$ cat src/logic/prdm_defs.svh
`ifndef PRDM_DEFS_SVH
`define PRDM_DEFS_SVH

// register byte offsets on the apb bus
`define PRDM_OFS_CONTROL   12'h000
`define PRDM_OFS_SEED      12'h004
`define PRDM_OFS_SEED_COPY 12'h008
`define PRDM_OFS_POLY      12'h00C
`define PRDM_OFS_DENS_A    12'h010
`define PRDM_OFS_DENS_B    12'h014
`define PRDM_OFS_STATUS    12'h018

// control field positions
`define PRDM_CTRL_RUN      0
`define PRDM_CTRL_SENSE_A  1
`define PRDM_CTRL_SENSE_B  2

// status field positions
`define PRDM_STAT_RUNNING  0
`define PRDM_STAT_DEN_A    1
`define PRDM_STAT_DEN_B    2

// build-time defaults for the 8-bit resolution
`define PRDM_RES_DEFAULT   8
`define PRDM_POLY_DEFAULT  32'h0000_00B8
`define PRDM_SEED_DEFAULT  32'h0000_00FF
`define PRDM_DENS_DEFAULT  32'h0000_0080

`endif

$ cat src/logic/prdm_pkg.sv
package prdm_pkg;
  // compare sense of one density channel
  typedef enum logic {
    PRDM_AT_OR_BELOW,
    PRDM_AT_OR_ABOVE
  } prdm_sense_e;

  // apb request from the master
  typedef struct packed {
    logic        psel;
    logic        penable;
    logic        pwrite;
    logic [11:0] paddr;
    logic [31:0] pwdata;
  } prdm_apb_req_s;

  // apb answer to the master
  typedef struct packed {
    logic        pready;
    logic        pslverr;
    logic [31:0] prdata;
  } prdm_apb_rsp_s;

  // synchronised external control levels
  typedef struct packed {
    logic enable;
    logic reset;
    logic kill;
  } prdm_ctl_s;
endpackage

$ cat src/logic/prdm_sync.sv
`timescale 1ns/1ps
// two-stage synchroniser for a bundle of pin levels
module prdm_sync
  import prdm_pkg::*;
(
  input  wire logic      clk,
  input  wire logic      rstn,
  input  wire prdm_ctl_s pinIn,
  output prdm_ctl_s      syncOut
);
  prdm_ctl_s stage1_reg;
  prdm_ctl_s stage2_reg;

  // first stage feeds only the second one
  always_ff @(posedge clk)
  begin
    if (!rstn)
    begin
      stage1_reg <= '0;
      stage2_reg <= '0;
    end
    else
    begin
      stage1_reg <= pinIn;
      stage2_reg <= stage1_reg;
    end
  end

  assign syncOut = stage2_reg;
endmodule

$ cat src/logic/prdm_top.sv
// The APB interface to the registers and the placing of the registers were decided locally.
`timescale 1ns/1ps
`include "prdm_defs.svh"
// Overview of operation
// - Once software sets the run bit and the enable pin is high the sequence advances on each rising clock edge.
// - Clearing the run bit halts the sequence; density and serial outputs keep their present value and the terminal count pulse goes low.
// - Channel A at-or-below drives density_out_a high when sequence <= threshold A.
// - Channel A at-or-above drives density_out_a high when sequence >= threshold A.
// - Channel B at-or-below drives density_out_b high when sequence <= threshold B.
// - Channel B at-or-above drives density_out_b high when sequence >= threshold B.
// - With fixed compare sense there is no software stop and no runtime sense change.
// - Writing the seed loads the generator start value; reads return the live sequence at the resolution width.
// - The polynomial register is readable and writable at the resolution width.
// - Each density threshold accepts writes at any time and reads back its value.
// - While kill is high on a started block both density outputs are low; they resume when it drops.
// - While the block is started the serial output shows the shift register least significant bit.
// - While the reset input is high on a started block the sequence reloads the start value.
// - For 8 and 16 bit lengths the terminal count pulses one cycle at all ones.
module prdm_top
  import prdm_pkg::*;
#(
  parameter int          RES         = `PRDM_RES_DEFAULT,
  parameter bit          FIXED_SENSE = 1'b0,
  parameter logic [31:0] POLY_INIT   = `PRDM_POLY_DEFAULT,
  parameter logic [31:0] SEED_INIT   = `PRDM_SEED_DEFAULT,
  parameter logic [31:0] DENS_A_INIT = `PRDM_DENS_DEFAULT,
  parameter logic [31:0] DENS_B_INIT = `PRDM_DENS_DEFAULT,
  parameter prdm_sense_e SENSE_A_INIT = PRDM_AT_OR_BELOW,
  parameter prdm_sense_e SENSE_B_INIT = PRDM_AT_OR_BELOW
)
(
  input  wire logic        clk,
  input  wire logic        rstn,
  input  wire logic        psel,
  input  wire logic        penable,
  input  wire logic        pwrite,
  input  wire logic [11:0] paddr,
  input  wire logic [31:0] pwdata,
  output logic      [31:0] prdata,
  output logic             pready,
  output logic             pslverr,
  input  wire logic        enablePin,
  input  wire logic        seqResetPin,
  input  wire logic        killPin,
  output logic             density_out_a,
  output logic             density_out_b,
  output logic             serialBit,
  output logic             terminal_count_pulse
);
  localparam logic [RES-1:0] ALL_ONES = '1;

  prdm_apb_req_s apbReq;
  prdm_ctl_s     pinBundle;
  prdm_ctl_s     ctl;

  logic [RES-1:0] seq_reg;
  logic [RES-1:0] seq_next;
  logic [RES-1:0] seedCopy_reg;
  logic [RES-1:0] poly_reg;
  logic [RES-1:0] densA_reg;
  logic [RES-1:0] densB_reg;
  logic           run_reg;
  prdm_sense_e    senseA_reg;
  prdm_sense_e    senseB_reg;
  logic [31:0]    prdata_next;
  logic           pslverr_next;

  // apb request bundle
  assign apbReq = '{psel: psel, penable: penable, pwrite: pwrite,
                    paddr: paddr, pwdata: pwdata};

  // enable, reset and kill come from pins and are resynchronised
  assign pinBundle = '{enable: enablePin, reset: seqResetPin, kill: killPin};

  prdm_sync u_sync (
    .clk     (clk),
    .rstn    (rstn),
    .pinIn   (pinBundle),
    .syncOut (ctl)
  );

  // address decode, shared by write and read paths
  function automatic logic hitReg(input logic [11:0] addr, input logic [11:0] ofs);
    hitReg = (addr == ofs);
  endfunction

  wire accessPhase = apbReq.psel & apbReq.penable;
  wire wrStrobe    = accessPhase & apbReq.pwrite;
  wire wrCtrl      = wrStrobe & hitReg(apbReq.paddr, `PRDM_OFS_CONTROL);
  wire wrSeed      = wrStrobe & hitReg(apbReq.paddr, `PRDM_OFS_SEED);
  wire wrSeedCopy  = wrStrobe & hitReg(apbReq.paddr, `PRDM_OFS_SEED_COPY);
  wire wrPoly      = wrStrobe & hitReg(apbReq.paddr, `PRDM_OFS_POLY);
  wire wrDensA     = wrStrobe & hitReg(apbReq.paddr, `PRDM_OFS_DENS_A);
  wire wrDensB     = wrStrobe & hitReg(apbReq.paddr, `PRDM_OFS_DENS_B);
  wire [RES-1:0] wrVal = apbReq.pwdata[RES-1:0];

  wire mapped = hitReg(apbReq.paddr, `PRDM_OFS_CONTROL)
              | hitReg(apbReq.paddr, `PRDM_OFS_SEED)
              | hitReg(apbReq.paddr, `PRDM_OFS_SEED_COPY)
              | hitReg(apbReq.paddr, `PRDM_OFS_POLY)
              | hitReg(apbReq.paddr, `PRDM_OFS_DENS_A)
              | hitReg(apbReq.paddr, `PRDM_OFS_DENS_B)
              | hitReg(apbReq.paddr, `PRDM_OFS_STATUS);

  // the generator moves only when software runs it and the enable pin is high
  wire started  = run_reg;
  wire advance  = started & ctl.enable & ~ctl.reset;
  wire reloadSq = started & ctl.reset;

  // galois step: shift right, xor the polynomial in when the lsb falls out
  assign seq_next = seq_reg[0] ? ((seq_reg >> 1) ^ poly_reg) : (seq_reg >> 1);

  // next sequence value: software write wins, then pin reload, then advance
  wire [RES-1:0] seqLoad = wrSeed   ? wrVal :
                           reloadSq ? seedCopy_reg :
                           advance  ? seq_next : seq_reg;

  // unsigned full-width compares of the current sequence value
  wire belowA  = (seq_reg <= densA_reg);
  wire aboveA  = (seq_reg >= densA_reg);
  wire belowB  = (seq_reg <= densB_reg);
  wire aboveB  = (seq_reg >= densB_reg);
  wire cmpA    = (senseA_reg == PRDM_AT_OR_BELOW) ? belowA : aboveA;
  wire cmpB    = (senseB_reg == PRDM_AT_OR_BELOW) ? belowB : aboveB;
  wire tcMatch = ((RES == 8) || (RES == 16)) && (seq_reg == ALL_ONES);

  // control register; with a fixed sense the run bit is set once and never cleared
  always_ff @(posedge clk)
  begin
    if (!rstn)
    begin
      run_reg    <= 1'b0;
      senseA_reg <= SENSE_A_INIT;
      senseB_reg <= SENSE_B_INIT;
    end
    else if (wrCtrl)
    begin
      if (FIXED_SENSE)
        run_reg <= run_reg | apbReq.pwdata[`PRDM_CTRL_RUN];
      else
      begin
        run_reg    <= apbReq.pwdata[`PRDM_CTRL_RUN];
        senseA_reg <= prdm_sense_e'(apbReq.pwdata[`PRDM_CTRL_SENSE_A]);
        senseB_reg <= prdm_sense_e'(apbReq.pwdata[`PRDM_CTRL_SENSE_B]);
      end
    end
  end

  // configuration registers, writable at any time
  always_ff @(posedge clk)
  begin
    if (!rstn)
    begin
      poly_reg     <= POLY_INIT[RES-1:0];
      densA_reg    <= DENS_A_INIT[RES-1:0];
      densB_reg    <= DENS_B_INIT[RES-1:0];
      seedCopy_reg <= SEED_INIT[RES-1:0];
    end
    else
    begin
      if (wrPoly)
        poly_reg <= wrVal;
      if (wrDensA)
        densA_reg <= wrVal;
      if (wrDensB)
        densB_reg <= wrVal;
      if (wrSeed || wrSeedCopy)
        seedCopy_reg <= wrVal;
    end
  end

  // sequence register takes the shared next-value mux
  always_ff @(posedge clk)
  begin
    if (!rstn)
      seq_reg <= SEED_INIT[RES-1:0];
    else
      seq_reg <= seqLoad;
  end

  // density and serial outputs update only while started, so a stop freezes them; terminal count clears
  always_ff @(posedge clk)
  begin
    if (!rstn)
    begin
      density_out_a        <= 1'b0;
      density_out_b        <= 1'b0;
      serialBit            <= 1'b0;
      terminal_count_pulse <= 1'b0;
    end
    else if (started)
    begin
      density_out_a        <= cmpA & ~ctl.kill;
      density_out_b        <= cmpB & ~ctl.kill;
      serialBit            <= seqLoad[0];           // same edge as seq_reg, no lag
      terminal_count_pulse <= tcMatch & advance;
    end
    else
    begin
      terminal_count_pulse <= 1'b0;
    end
  end

  // read mux; status shows the live run state and output levels
  always_comb
  begin
    prdata_next = 32'h0000_0000;
    if (hitReg(apbReq.paddr, `PRDM_OFS_CONTROL))
    begin
      prdata_next[`PRDM_CTRL_RUN]     = run_reg;
      prdata_next[`PRDM_CTRL_SENSE_A] = senseA_reg;
      prdata_next[`PRDM_CTRL_SENSE_B] = senseB_reg;
    end
    else if (hitReg(apbReq.paddr, `PRDM_OFS_SEED))
      prdata_next[RES-1:0] = seq_reg;
    else if (hitReg(apbReq.paddr, `PRDM_OFS_SEED_COPY))
      prdata_next[RES-1:0] = seedCopy_reg;
    else if (hitReg(apbReq.paddr, `PRDM_OFS_POLY))
      prdata_next[RES-1:0] = poly_reg;
    else if (hitReg(apbReq.paddr, `PRDM_OFS_DENS_A))
      prdata_next[RES-1:0] = densA_reg;
    else if (hitReg(apbReq.paddr, `PRDM_OFS_DENS_B))
      prdata_next[RES-1:0] = densB_reg;
    else if (hitReg(apbReq.paddr, `PRDM_OFS_STATUS))
    begin
      prdata_next[`PRDM_STAT_RUNNING] = advance;
      prdata_next[`PRDM_STAT_DEN_A]   = density_out_a;
      prdata_next[`PRDM_STAT_DEN_B]   = density_out_b;
    end
  end

  assign pslverr_next = ~mapped;

  // registered answer: setup cycle loads data, access cycle sees pready high
  always_ff @(posedge clk)
  begin
    if (!rstn)
    begin
      prdata  <= 32'h0000_0000;
      pready  <= 1'b0;
      pslverr <= 1'b0;
    end
    else
    begin
      pready  <= apbReq.psel & ~apbReq.penable;
      prdata  <= (apbReq.psel & ~apbReq.penable & ~apbReq.pwrite) ? prdata_next : 32'h0000_0000;
      pslverr <= apbReq.psel & ~apbReq.penable & pslverr_next;
    end
  end
endmodule

$ cat config.mk
export PLATFORM = sky130hd
export DESIGN_NAME = prdm_top
export DESIGN_NICKNAME = d
export VERILOG_FILES = /design/src/logic/prdm_pkg.sv /design/src/logic/prdm_sync.sv /design/src/logic/prdm_top.sv
export VERILOG_INCLUDE_DIRS = /design/src /design/src/logic
export SDC_FILE = /design/constraint.sdc
export NUM_CORES = 1
export LEC_CHECK = 0
export BUFFER_PORTS_ARGS = -buffer_cell sky130_fd_sc_hd__buf_4
export CORE_MARGIN = 5
export CORE_UTILIZATION = 25
export DETAILED_ROUTE_END_ITERATION = 16
export PLACE_DENSITY = 0.44
export SLEW_MARGIN = 15
export SYNTH_ARGS = -nofsm -noshare
export SYNTH_HDL_FRONTEND = slang
export SYNTH_SLANG_ARGS = --single-unit
$ cat constraint.sdc
create_clock -name clk -period 2.45 [get_ports clk]
set_clock_uncertainty 0.15 [all_clocks]
set_input_delay 0.245 -clock clk [delete_from_list [all_inputs] [get_ports clk]]
set_output_delay 0.245 -clock clk [all_outputs]
set_load 0.01 [all_outputs]
# Yosys cells after proc, flatten, opt, wreduce, memory -nomap -nowiden
# Index checks and enable logic that the tools add are counted.
# totals
regBits	87
inputBits	52
output_inout_bits	38
wordCells	86
# op_classes
order_cmp	4
n_eq_ne	7
muxes	14
n_bitwise	31
reduce_logical	6
# ops
cell	n
8-bit two-way mux	8
12-bit by 5-bit equality test with 1-bit output (second input constant)	3
12-bit by 4-bit equality test with 1-bit output (second input constant)	2
1-bit bitwise AND	17
8-bit greater-or-equal comparator	2
8-bit less-or-equal comparator	2
12-bit by 3-bit equality test with 1-bit output (second input constant)	1
12-bit logical NOT	1
3-bit two-way mux	3
8-bit equality test (second input constant)	1
7-bit by 8-bit XOR with 8-bit output	1
1-bit inverter	7
1-bit bitwise OR	6
5-bit two-way mux	1
2-bit AND reduction	2
3-bit nonzero test	1
3-bit OR reduction	1
1-bit two-way mux	2
1-bit logical OR	1

# Logic depth before layout (Yosys ltp)
# depth
ltp_word	9
depth_mapped	8
depth_no_buf	7

# Cells and area by module
# A second synthesis with hierarchy kept.
# unflattened
cells_unflattened	403
hier_area_um2	3472.1
# modules_own_cells
mod	instances	cells_per_inst	area_per_inst_um2	seq_area_each_um2
prdm_top	1	391	3314.4	1141.1
prdm_sync	1	12	157.7	120.1

# Least setup slack after synthesis
# No wires, ideal clock.
# synth_path
path_type	reg2reg
start	register seq_reg[0]
end	register density_out_a
setup_time_ns	0.125
arrival_time_ns	1.610
setup_slack_ns	0.566
stages_incl_launch_ff	9
path_buffers	1
cell_sequence	dfxtp_1 -> clkbuf_1 -> inv_1 -> ha_1 -> and4_1 -> o21ai_0 -> a21oi_1 -> a211oi_1 -> o21ai_0
# synth_via
elab_chain_len	3
elab_cells_between_ends	4
# synth_rtl
element	line	rtl
from (decl)	prdm_top.sv:56	logic [RES-1:0] seq_reg;
from (signal assigned)	prdm_top.sv:176	seq_reg <= SEED_INIT[RES-1:0];
from (signal assigned)	prdm_top.sv:178	seq_reg <= seqLoad;
8-bit less-or-equal comparator or 8-bit greater-or-equal comparator (tied branches)	prdm_top.sv:119, prdm_top.sv:120	
1-bit two-way mux (*)	prdm_top.sv:123	wire cmpA = (senseA_reg == PRDM_AT_OR_BELOW) ? belowA : aboveA;
1-bit bitwise AND (*)	prdm_top.sv:193	density_out_a <= cmpA & ~ctl.kill;
to (signal assigned)	prdm_top.sv:193	
to (decl)	prdm_top.sv:45	output logic density_out_a,
# Mark *: on every way between the ends. The rest lies on a longest branch, timed or not.
# A chain may end at the register's enable or synchronous reset.

# Worst setup path in the final report
# layout_path
start	register densB_reg[1]
end	register density_out_b
# layout_via
elab_chain_len	3
elab_cells_between_ends	4
# layout_rtl
element	line	rtl
from (decl)	prdm_top.sv:61	logic [RES-1:0] densB_reg;
from (signal assigned)	prdm_top.sv:156	densB_reg <= DENS_B_INIT[RES-1:0];
from (signal assigned)	prdm_top.sv:166	densB_reg <= wrVal;
8-bit less-or-equal comparator or 8-bit greater-or-equal comparator (tied branches)	prdm_top.sv:121, prdm_top.sv:122	
1-bit two-way mux (*)	prdm_top.sv:124	wire cmpB = (senseB_reg == PRDM_AT_OR_BELOW) ? belowB : aboveB;
1-bit bitwise AND (*)	prdm_top.sv:194	density_out_b <= cmpB & ~ctl.kill;
to (signal assigned)	prdm_top.sv:194	
to (decl)	prdm_top.sv:46	output logic density_out_b,
# Marked as above.

==> reports/metrics.yaml <==
outcome:
  status: "complete, no violations"
place:
  dp_hpwl_um: 6897
  numPlacedInstances: 605
  portBuffers: 41
  place.gp.congestion: 0.8129
  postPlaceCellArea_sq_mm: 0.003928
setup_path:
  cp.required_ns: 2.50
  rr_endpoint: "density_out_b"
  reg2regPathDepth: 7
  cp_max_fo: 3
  critical_path_class: "reg2reg"
  worstSetupStartpointType: "flip-flop"
  worst-r2r-setup-slack_ns: 0.49
  regToRegStartpoint: "densB_reg[1]"
  worstPathArrival_ns: 2.01
  cp-end-kind: "flip-flop"
floorplanning:
  fp.dieW_um: 128.1
  core_area_sq_mm: 0.01377
  start_util_pct: 25.30
  io_pins: 90
  die_h_um: 128.1
  die_area_sq_mm: 0.01640
  number_of_placement_rows: 43
synthesis:
  yosysSeqAreaShare_pct: 36.19
  syn-cell-area_sq_mm: 0.003485
  synth.avg_cell_area_sq_um: 8.889
  yosysWarnings: 0
  synthDistinctLibCells: 47
  synthCells: 392
  ys_seq_elements: 63
global_route:
  antenna_found_initial: 0
  grt_start_max_net_pins: 38
  number_of_global_route_vias_before_repair: 2744
  global_route_wire_length_before_repair_um: 14980
  globalRoute.totalOverflow: 0
  grt_use_total_pct: 11.89
drt:
  drt-initial-drc-count: 163
  antenna_violating_nets_post_route: 0
  post_drt_via_cell_ratio: 4.563
  num_vias: 2847
  drt_wl_total_um: 9589
  drt_drc_violations_left: 0
  iteration_count_of_the_initial_detailed_routing_pass: 6
  wl_per_cell_um: 15.37
timing:
  tightest_pin_transition_ns: 0.7748
  relSlewSlack_pct: 48.19
  period_share_pct: 80.07
  clock.fmax_mhz: 509.7
  drv_slew: 0
  timing.final.hold_violations: 0
  setup_violations: 0
  final.min_clock_period_ns: 1.962
  unrepaired_setup_endpoints_after_global_routing: "false"
  fin_tns_setup_ns: 0
layout:
  layout_area_overhead_pct: 22.91
  final_design_area_no_fill_sq_mm: 0.004283
  share_of_cells_above_drive_strength_1_pct: 17.79
  antennaDiodeCount: 0
  stdcell_count: 624
  design.final.nets: 507
min_path:
  worst_hold_path_type: "in2reg"
  min_from: "pwdata[4]"
  hold_path_depth: 3
  min_to: "seedCopy_reg[4]"
cts:
  cts_buffers: 9
  cts-root-to-sink-buffers: 2
  cts_max_level: 3
  clock_tree_from_tritoncts: "built"
  cts_post_setup_buffers_inserted: 0
  clock_root_buffer: "sky130_fd_sc_hd__clkbuf_16"
  worst_skew_pair.late_latency_ns: 0.33
  clk_pin_slew_ns: 0.05
  clkSinkCount: 63
power_and_ir_drop:
  total_power_mw: 2.578
  peakVddDrop_uv: 303.9
  static-leakage-power_nw: 1.866
  powerDensity_mw_per_mm2: 602.0
flow_run:
  cap_viol_max_count: 0
==> per-stage QoR <==
| stage | worst slack, ns | util [%] | hold slack, ns |
|---|---|---|---|
| 2_1_floorplan | 0.5655 | - | 0.2201 |
| 3_3_place_gp | 0.3453 | 28.52 | 0.2689 |
| 3_5_place_dp | 0.3299 | 28.52 | 0.2669 |
| 4_1_cts | 0.4699 | 31.10 | 0.02681 |
| 5_1_grt | 0.3960 | 31.10 | 0.05459 |
| 6_report | 0.4883 | 31.10 | 0.03444 |
==> cell type report <==
| class | instances | area [sq um] |
|---|---|---|
| timing repair buffer | 54 | 412.9 |
| fill | 1454 | 9490 |
| multi-input combinational | 293 | 1991 |
| tap | 180 | 225.2 |
| sequential | 63 | 1261 |
| clock inverter | 3 | 65.06 |
| clock buffer | 13 | 260.3 |
| inverter | 18 | 67.56 |
==> critical path: stages, from the launching register on <==
cell,delay (ns)
sky130_fd_sc_hd__dfxtp_1,0.36
sky130_fd_sc_hd__inv_1,0.06
sky130_fd_sc_hd__ha_1,0.27
sky130_fd_sc_hd__nor2b_1,0.13
sky130_fd_sc_hd__o31ai_1,0.28
sky130_fd_sc_hd__a21oi_1,0.12
sky130_fd_sc_hd__a211oi_1,0.35
sky130_fd_sc_hd__o21ai_0,0.12
==> kinds of logic (layout without fill, tap and decap cells) <==
family / Yosys count / after routing / share of synthesized area (%)
fa+ha+maj: 16 / 16 / 5.745
xor+xnor: 6 / 6 / 1.508
simple gates: 134 / 134 / 21.01
flops: 63 / 63 / 36.19
other cells: 1 / 24 / 0.1076
compound gates: 70 / 70 / 12.85
mux: 43 / 43 / 13.43
buf+inv: 59 / 88 / 9.156
==> per-layer routing <==
metal / up-vias / part of all wire (%) / track usage, %
met5: - / 0 / 0
met4: 0 / 1.4 / 4.245
met3: 13 / 7.1 / 2.250
met2: 94 / 46 / 19.84
met1: 1328 / 45 / 15.33
li1: 1412 / - / -
==> power breakdown <==
part           switching [mW]  total (mW)  leakage [nW]  internal, mW
Clock                   0.443        1.39         0.160         0.945
Sequential            0.00166        1.03         0.510          1.03
Combinational          0.0900       0.158          1.20        0.0675
==> what timing repair did <==
item | in CTS | in global routing
hold buffers | 3 | 0
gates resized for setup | 0 | 0
endpoints found under the hold margin | 3 | 0
==> cell usage after synthesis, drive strengths merged <==
| library cell | n | share of area, % |
|---|---|---|
| a211oi | 5 | 1.1 |
| a21bo | 2 | 0.57 |
| a21oi | 9 | 1.3 |
| a221oi | 5 | 1.3 |
| a22oi | 11 | 2.4 |
| a32o | 1 | 0.29 |
| and2 | 9 | 1.6 |
| and3 | 1 | 0.18 |
| and3b | 2 | 0.50 |
| and4 | 4 | 1.0 |
| and4b | 1 | 0.29 |
| buf | 27 | 5.7 |
| clkbuf | 14 | 1.5 |
| conb | 1 | 0.11 |
| dfxtp | 63 | 36 |
| ha | 16 | 5.7 |
| inv | 18 | 1.9 |
| mux2i | 40 | 11 |
| mux4 | 3 | 1.9 |
| nand2 | 34 | 3.7 |
| nand2b | 1 | 0.18 |
| nand3 | 4 | 0.72 |
| nand3b | 5 | 1.1 |
| nand4 | 4 | 0.72 |
| nor2 | 34 | 3.9 |
| nor2b | 26 | 4.7 |
| nor3 | 3 | 0.90 |
| nor4 | 2 | 0.79 |
| o211ai | 2 | 0.57 |
| o21a | 2 | 0.43 |
| o21ai | 30 | 4.3 |
| o311ai | 1 | 0.25 |
| o31ai | 2 | 0.43 |
| or2 | 2 | 0.36 |
| or3 | 1 | 0.18 |
| or4 | 1 | 0.22 |
| xor2 | 6 | 1.5 |
==> how the worst max path moves through the flow <==
stage                          to  cells past startpoint  slack (ns)          from
floorplan           density_out_a                      8        0.57    seq_reg[0]
global placement      poly_reg[3]                      6        0.35      paddr[4]
detailed placement    poly_reg[3]                      6        0.33      paddr[1]
CTS                 density_out_b                      7        0.47  densB_reg[1]
global route        density_out_b                      7        0.40  densB_reg[1]
finish              density_out_b                      7        0.49  densB_reg[1]
==> layout by cell type, fill, tap and decap left out, drive strengths merged, types with 3 or more instances in the layout <==
master       instances
nor3                 3
o21ai               30
inv                 18
clkbuf              13
a221oi               5
a211oi               5
dfxtp               63
xor2                 6
and4                 4
nand3b               5
nand4                4
mux4                 3
mux2i               40
nor2                34
and2                 9
conb                24
a22oi               11
ha                  16
nor2b               26
nand2               34
a21oi                9
buf                 51
nand3                4
dlygate4sd3          3
No activity file was read; power rests on OpenSTA's default activity.
